==> config.mk <==
export PLATFORM = sky130hd
export DESIGN_NAME = mcb_bank
export DESIGN_NICKNAME = d
export VERILOG_FILES = /design/src/rtl/mcb_pkg.sv /design/src/rtl/mcb_sticky_flags.sv /design/src/rtl/mcb_ceiling_reg.sv /design/src/rtl/mcb_bank.sv
export SDC_FILE = /design/constraint.sdc
export NUM_CORES = 1
export LEC_CHECK = 0
export ABC_AREA = 0
export BUFFER_PORTS_ARGS = -buffer_cell sky130_fd_sc_hd__buf_2
export CAP_MARGIN = 15
export CORE_UTILIZATION = 45
export CTS_CLUSTER_SIZE = 40
export DETAILED_ROUTE_END_ITERATION = 16
export GPL_ROUTABILITY_DRIVEN = 0
export GPL_TIMING_DRIVEN = 0
export PLACE_DENSITY = 0.69
export RECOVER_POWER = 25
export SLEW_MARGIN = 20
export SYNTH_ARGS = -nofsm -noshare
export SYNTH_HDL_FRONTEND = slang
export SYNTH_HIERARCHICAL = 1
export SYNTH_SLANG_ARGS = --single-unit
==> constraint.sdc <==
create_clock -name clk_sys -period 2.18 [get_ports clk_sys]
set_input_delay 0.436 -clock clk_sys [delete_from_list [all_inputs] [get_ports clk_sys]]
set_output_delay 0.436 -clock clk_sys [all_outputs]
set_load 0.005 [all_outputs]
==> src/rtl/mcb_pkg.sv <==
// Constants for the monitor configuration and status bank
package mcb_pkg;
  // Register offsets
  localparam logic [7:0] PWM1_CEIL_ADDR = 8'h38;
  localparam logic [7:0] PWM2_CEIL_ADDR = 8'h39;
  localparam logic [7:0] PWM3_CEIL_ADDR = 8'h3a;
  localparam logic [7:0] MAIN_CFG_ADDR = 8'h40;
  localparam logic [7:0] FIRST_ALARM_ADDR = 8'h41;
  localparam logic [7:0] SECOND_ALARM_ADDR = 8'h42;
  // Reset values
  localparam logic [7:0] CEIL_RESET = 8'hff;
  localparam logic [7:0] DEFAULT_CEIL = 8'hff;
  localparam logic [7:0] MAIN_CFG_RESET = 8'h01;
  localparam logic [7:0] ALARM_RESET = 8'h00;
  localparam logic [7:0] UNMAPPED_READ = 8'h00;
  // Main configuration bit positions
  localparam int CFG_RUN = 0;
  localparam int CFG_LOCK = 1;
  localparam int CFG_READY = 2;
  localparam int CFG_MAX = 3;
  localparam int CFG_PWR = 4;
  localparam int CFG_SPIN = 5;
  localparam int CFG_TMO = 6;
  localparam int CFG_SCALE = 7;
  // First alarm bit positions
  localparam int ALM_SUMMARY = 7;
  // Cycles from reset release until the ready counter completes; the ready bit rises one cycle later
  localparam int READY_DELAY_CYCLES = 16;
  localparam int READY_CNT_W = 5;
endpackage : mcb_pkg

==> src/rtl/mcb_sticky_flags.sv <==
// Bank of sticky alarm flags, cleared on read once the cause is gone
module mcb_sticky_flags #(
  parameter int WIDTH = 8
) (
  // Clock and reset
  input wire logic clk_sys,
  input wire logic rst_n,
  // Live conditions and read strobe
  input wire logic [WIDTH-1:0] cond,
  input wire logic read_clear,
  // Latched flags
  output logic [WIDTH-1:0] flags
);
  logic [WIDTH-1:0] next_flags;

  // Set wins over the clear; a read clears only bits whose cause is gone
  always_comb begin
    next_flags = cond | (flags & ~{WIDTH{read_clear}});
  end

  always_ff @(posedge clk_sys or negedge rst_n) begin
    if (!rst_n) begin
      flags <= '0;
    end else begin
      flags <= next_flags;
    end
  end
endmodule : mcb_sticky_flags

==> src/rtl/mcb_ceiling_reg.sv <==
// One lockable duty-ceiling register
module mcb_ceiling_reg #(
  parameter logic [7:0] RESET_VALUE = 8'hff
) (
  // Clock and reset
  input wire logic clk_sys,
  input wire logic rst_n,
  // Write port
  input wire logic wr_en,
  input wire logic locked,
  input wire logic [7:0] wr_data,
  // Stored value
  output logic [7:0] value
);
  logic [7:0] next_value;

  always_comb begin
    next_value = value;
    if (wr_en && !locked) begin
      next_value = wr_data;
    end
  end

  always_ff @(posedge clk_sys or negedge rst_n) begin
    if (!rst_n) begin
      value <= RESET_VALUE;
    end else begin
      value <= next_value;
    end
  end
endmodule : mcb_ceiling_reg

==> src/rtl/mcb_bank.sv <==
// Configuration, duty-ceiling and alarm register bank of the monitor
// Functional notes
// - Three 8-bit duty ceilings, one per PWM channel, reset to full scale.
// - With lock set, lockable registers ignore all writes.
// - Main configuration resets to 0x01: monitoring enabled, rest cleared.
// - Run bit 1 uses programmed limits; 0 uses built-in defaults.
// - Clearing run bit keeps programmed limits for later reuse.
// - Once locked, the run bit cannot be changed.
// - Lock bit is write-once and stays set until power cycle.
// - Ready bit is read-only, set by the device when powered up.
// - Full-speed bit drives all fans flat out, resets 0, never locked.
// - Lockable power-display bit is stored for software.
// - Spin-up-detect-off bit holds PWM high for the whole timeout.
// - Lockable bus-timeout bit: 1 enables the serial bus timeout.
// - Lockable supply-scale bit: 1 measures a 5 V rail, 0 a 3.3 V rail.
// - First alarm register resets to zero and is read-only.
// - Bit 0 latches 2.5 V violations; read clears it once gone.
// - Bits 1 and 2 latch core and main supply violations likewise.
// - Bit 3 flags 5 V, or the overtemp timer limit when so configured.
// - Bits 4 to 6 latch remote-1, local, remote-2 temperature violations.
// - Bit 7 reads as the OR of the second alarm register.
// - Second alarm register at 0x42, reset zero, feeds the summary bit.
module mcb_bank #(
  parameter int CHANNELS = 3
) (
  // Clock and reset
  input wire logic clk_sys,
  input wire logic rst_n,
  // Register port from the serial bus engine
  input wire logic [7:0] reg_addr,
  input wire logic reg_wr_en,
  input wire logic [7:0] reg_wr_data,
  input wire logic reg_rd_en,
  output logic [7:0] reg_rd_data,
  output logic reg_rd_valid,
  // Live limit conditions from the measurement engines
  input wire logic [6:0] first_cond,
  input wire logic overtemp_timer_cond,
  input wire logic overtemp_signal_mode,
  input wire logic [7:0] second_cond,
  // Controls to the fan loop and measurement engines
  output logic [7:0] duty_cap [CHANNELS],
  output logic monitor_run,
  output logic config_locked,
  output logic device_ready,
  output logic all_fans_max,
  output logic power_display_flag,
  output logic spinup_detect_off,
  output logic bus_timeout_ctrl,
  output logic supply_scale_5v
);
  function automatic logic hit(input logic [7:0] a, input logic [7:0] target);
    hit = (a == target);
  endfunction : hit

  logic [7:0] main_cfg;
  logic [7:0] next_main_cfg;
  logic [7:0] ceiling [CHANNELS];
  logic [7:0] first_flags;
  logic [7:0] second_flags;
  logic [7:0] first_view;
  logic [7:0] next_rd_data;
  logic [7:0] next_duty_cap [CHANNELS];
  logic [7:0] alarm_set;
  logic [mcb_pkg::READY_CNT_W-1:0] ready_cnt;
  logic [mcb_pkg::READY_CNT_W-1:0] next_ready_cnt;
  logic ready_done;
  logic cfg_wr;
  logic first_rd;
  logic second_rd;

  assign cfg_wr = reg_wr_en && hit(reg_addr, mcb_pkg::MAIN_CFG_ADDR);
  assign first_rd = reg_rd_en && hit(reg_addr, mcb_pkg::FIRST_ALARM_ADDR);
  assign second_rd = reg_rd_en && hit(reg_addr, mcb_pkg::SECOND_ALARM_ADDR);
  assign ready_done = (ready_cnt == mcb_pkg::READY_CNT_W'(mcb_pkg::READY_DELAY_CYCLES));

  // Duty ceilings, held regardless of the run bit
  genvar g;
  generate
    for (g = 0; g < CHANNELS; g++) begin : g_ceil
      mcb_ceiling_reg #(
        .RESET_VALUE(mcb_pkg::CEIL_RESET)
      ) u_ceil (
        .clk_sys(clk_sys),
        .rst_n(rst_n),
        .wr_en(reg_wr_en && hit(reg_addr, mcb_pkg::PWM1_CEIL_ADDR + 8'(g))),
        .locked(main_cfg[mcb_pkg::CFG_LOCK]),
        .wr_data(reg_wr_data),
        .value(ceiling[g])
      );
    end
  endgenerate

  // Power-up delay before ready
  always_comb begin
    next_ready_cnt = ready_cnt;
    if (!ready_done) begin
      next_ready_cnt = ready_cnt + 1'b1;
    end
  end

  always_ff @(posedge clk_sys or negedge rst_n) begin
    if (!rst_n) begin
      ready_cnt <= '0;
    end else begin
      ready_cnt <= next_ready_cnt;
    end
  end

  // Main configuration
  always_comb begin
    next_main_cfg = main_cfg;
    next_main_cfg[mcb_pkg::CFG_READY] = ready_done;
    if (cfg_wr) begin
      next_main_cfg[mcb_pkg::CFG_MAX] = reg_wr_data[mcb_pkg::CFG_MAX];
      next_main_cfg[mcb_pkg::CFG_SPIN] = reg_wr_data[mcb_pkg::CFG_SPIN];
      if (!main_cfg[mcb_pkg::CFG_LOCK]) begin
        next_main_cfg[mcb_pkg::CFG_RUN] = reg_wr_data[mcb_pkg::CFG_RUN];
        next_main_cfg[mcb_pkg::CFG_PWR] = reg_wr_data[mcb_pkg::CFG_PWR];
        next_main_cfg[mcb_pkg::CFG_TMO] = reg_wr_data[mcb_pkg::CFG_TMO];
        next_main_cfg[mcb_pkg::CFG_SCALE] = reg_wr_data[mcb_pkg::CFG_SCALE];
        next_main_cfg[mcb_pkg::CFG_LOCK] = reg_wr_data[mcb_pkg::CFG_LOCK];
      end
    end
  end

  always_ff @(posedge clk_sys or negedge rst_n) begin
    if (!rst_n) begin
      main_cfg <= mcb_pkg::MAIN_CFG_RESET;
    end else begin
      main_cfg <= next_main_cfg;
    end
  end

  // Alarm flag banks
  always_comb begin
    alarm_set = {1'b0, first_cond};
    if (overtemp_signal_mode) begin
      alarm_set[3] = overtemp_timer_cond;
    end
  end

  mcb_sticky_flags #(
    .WIDTH(8)
  ) u_first (
    .clk_sys(clk_sys),
    .rst_n(rst_n),
    .cond(alarm_set),
    .read_clear(first_rd),
    .flags(first_flags)
  );

  mcb_sticky_flags #(
    .WIDTH(8)
  ) u_second (
    .clk_sys(clk_sys),
    .rst_n(rst_n),
    .cond(second_cond),
    .read_clear(second_rd),
    .flags(second_flags)
  );

  always_comb begin
    first_view = first_flags;
    first_view[mcb_pkg::ALM_SUMMARY] = |second_flags;
  end

  // Read mux; writes to read-only offsets fall through untouched
  always_comb begin
    next_rd_data = mcb_pkg::UNMAPPED_READ;
    for (int i = 0; i < CHANNELS; i++) begin
      if (hit(reg_addr, mcb_pkg::PWM1_CEIL_ADDR + 8'(i))) begin
        next_rd_data = ceiling[i];
      end
    end
    if (hit(reg_addr, mcb_pkg::MAIN_CFG_ADDR)) begin
      next_rd_data = main_cfg;
    end
    if (hit(reg_addr, mcb_pkg::FIRST_ALARM_ADDR)) begin
      next_rd_data = first_view;
    end
    if (hit(reg_addr, mcb_pkg::SECOND_ALARM_ADDR)) begin
      next_rd_data = second_flags;
    end
    if (!reg_rd_en) begin
      next_rd_data = reg_rd_data;
    end
  end

  // Effective ceilings seen by the fan loop
  always_comb begin
    for (int i = 0; i < CHANNELS; i++) begin
      next_duty_cap[i] = main_cfg[mcb_pkg::CFG_RUN] ? ceiling[i] : mcb_pkg::DEFAULT_CEIL;
    end
  end

  always_ff @(posedge clk_sys or negedge rst_n) begin
    if (!rst_n) begin
      reg_rd_data <= '0;
      reg_rd_valid <= 1'b0;
      monitor_run <= 1'b0;
      config_locked <= 1'b0;
      device_ready <= 1'b0;
      all_fans_max <= 1'b0;
      power_display_flag <= 1'b0;
      spinup_detect_off <= 1'b0;
      bus_timeout_ctrl <= 1'b0;
      supply_scale_5v <= 1'b0;
      for (int i = 0; i < CHANNELS; i++) begin
        duty_cap[i] <= mcb_pkg::DEFAULT_CEIL;
      end
    end else begin
      reg_rd_data <= next_rd_data;
      reg_rd_valid <= reg_rd_en;
      monitor_run <= main_cfg[mcb_pkg::CFG_RUN];
      config_locked <= main_cfg[mcb_pkg::CFG_LOCK];
      device_ready <= main_cfg[mcb_pkg::CFG_READY];
      all_fans_max <= main_cfg[mcb_pkg::CFG_MAX];
      power_display_flag <= main_cfg[mcb_pkg::CFG_PWR];
      spinup_detect_off <= main_cfg[mcb_pkg::CFG_SPIN];
      bus_timeout_ctrl <= main_cfg[mcb_pkg::CFG_TMO];
      supply_scale_5v <= main_cfg[mcb_pkg::CFG_SCALE];
      for (int i = 0; i < CHANNELS; i++) begin
        duty_cap[i] <= next_duty_cap[i];
      end
    end
  end
endmodule : mcb_bank

==> metrics.cfg <==
[hold_path]
hold_start = reg_rd_en
min_path_type = in2reg
hold_path_end = reg_rd_valid$_DFF_PN0_
holdPathStages = 1

[job]
maxCapViolCount = 0

[logic_synthesis]
syn_inst = 313
synth.avg_cell_area_um2 = 13.1
netlist_area_um2 = 4090
synth_nets = 352
yosysWarnings = 6

[setup_path]
path_max_fanout = 10
arrival_ns = 2.25
r2r-end = ready_cnt[1]$_DFFE_PN0N_
startpoint_type = input port
r2r_slack_ns = 0.43
crit_type = in2reg
reg2regPathDepth = 4
cp-end-kind = register
cp_data_required_time_ns = 2.46
timing.rr.start = ready_cnt[0]$_DFFE_PN0N_

[global_routing]
grt_pass1_wl_mm = 14.2
grtUsageTotal_pct = 19.5
grt-ovfl-total = 0
antenna_found_initial = 0
grt_max_degree = 54
first_global_vias = 2825

[sta]
max_freq_ghz = 0.507
final_max_slew_viol_count = 0
setup_ws_ns = 0.207
slew_headroom_pct = 34.8
finalCriticalPeriod_ns = 1.97
finalSetupViolations = 0
rsz0062_at_grt = false
hold_viol = 0
tns_ns = 0
clock_skew_ns = 0.00542
worst_pin_slew_ns = 0.977
timing.final.crit_share_pct = 90.5

[clock_tree]
clk_latency_ns = 0.35
cts_tree = built
cts_buffer_depth = 2
cts_max_level = 3
clockRootBuffer = clkbuf_8
ctsHoldBuffers = 0
clkSinkCount = 93
cts_buffers = 9
clkTransAtPathRegs_ns = 0.08
postCtsSetupRepairBufs = 0
cts_resized = 0

[routing]
viasPerCell = 5.35
remaining_drc_errors = 0
dr.pass1.iters = 4
wl_mm = 8.81
wl_per_cell_um = 17.1
vias = 2749
drt_iter0_drc = 247
ant_nets = 0

[power_and_ir_drop]
power_frac_clock_pct = 33.5
p_sw_w = 0.000652
ir_drop_mv = 0.438
p_per_area_nw_per_um2 = 600
p_int_w = 0.00221
netSwitchingFraction_pct = 22.8
p_leak_nw = 1.96
seq_power_share_pct = 61.0
comb_power_share_pct = 5.5
total_power_w = 0.00286

[floorplanning]
die_width_um = 97.3
row_count = 34
die_area_um2 = 9470
core-area_um2 = 8760
die_h_um = 97.3
ios = 78
start_util_pct = 46.7

[final_layout]
multi_input_area_um2 = 1550
design_area_um2 = 4770
register_area_um2 = 2390
nets = 440
drive_gt1_share_pct = 45.8
n_antenna_cell = 0
syn_to_final_growth_pct = 16.6
n_fill_cell = 771

[place]
place_ws_ns = -0.254
placed_area_um2 = 4640
port-buffer-count = 77
hpwl_mm = 6.35

[status]
outcome = complete, no violations

worst max path at each step:
stage / from / end
floorplan: reg_addr[5] / u_second/flags[5]$_DFF_PN0_
global placement: reg_addr[0] / reg_rd_data[0]$_DFFE_PN0P_
detailed placement: reg_addr[0] / reg_rd_data[0]$_DFFE_PN0P_
CTS: reg_addr[0] / reg_rd_data[0]$_DFFE_PN0P_
global route: reg_addr[6] / g_ceil[2].u_ceil/value[4]$_DFFE_PN1P_
finish: reg_addr[6] / g_ceil[1].u_ceil/value[2]$_DFFE_PN1P_
sequential cells by signal (all words and copies together) (netlist names):
signal,cells
all_fans_max,1
device_ready,1
supply_scale_5v,1
monitor_run,1
reg_rd_data,8
bus_timeout_ctrl,1
config_locked,1
power_display_flag,1
reg_rd_valid,1
main_cfg,8
duty_cap,24
u_first/flags,7
ready_cnt,5
g_ceil.u_ceil/value,24
u_second/flags,8
spinup_detect_off,1
metal layers:
layer	GRT usage [%]	up-vias	wire (um)
li1	-	1283	-
met1	25.8	1357	4000
met2	29.8	89	4040
met3	4.24	20	456
met4	10.9	0	309
met5	0	-	0
power by group through the flow:
stage	combinational, W	clock, W	sequential (W)
floorplan	0.0000568	0	0.00177
global placement	0.000155	0	0.00177
detailed placement	0.000166	0	0.00177
CTS	0.000166	0.000987	0.00174
global route	0.000176	0.00106	0.00175
finish	0.000157	0.000958	0.00174
area by class of cell:
class,instances,area share (%)
clock buffer,14,2.99
tap,108,2.84
clock inverter,2,0.210
inverter,16,1.26
multi-input combinational,189,32.5
timing repair buffer,78,8.24
buffer,14,1.81
sequential,93,50.1
cell usage in the layout, fill, tap and decap left out, types with 4 or more instances in the layout:
cell type,n
mux2_2,8
mux2_4,24
nand2b_1,29
buf_2,76
o311ai_0,6
clkbuf_8,9
o2111ai_1,8
dfrtp_1,44
nor2b_1,5
a31oi_1,4
nor3_1,9
nor2_1,11
inv_1,14
mux2i_1,6
dfstp_2,48
nand3_1,7
clkbuf_1,14
buf_6,4
nor4_1,6
o21ai_0,4
a21o_1,15
xnor2_1,4
nand2_1,5
stage by stage:
stage	hold slack [ns]	utilization, %	instances
floorplan	0.140	-	313
global placement	0.383	52.6	498
detailed placement	0.387	52.9	499
CTS	0.0748	54.7	515
global route	0.196	54.4	514
finish	0.205	54.4	514
worst max-delay path, stage by stage:
cell and delay [ns]:
buf_2 0.11, nand4b_1 0.22, clkbuf_1 0.26, nor2_1 0.37, and3_1 0.22, nor2b_4 0.13
buf_6 0.19, mux2_4 0.31
Note: power is estimated with default switching activity, not from simulation.
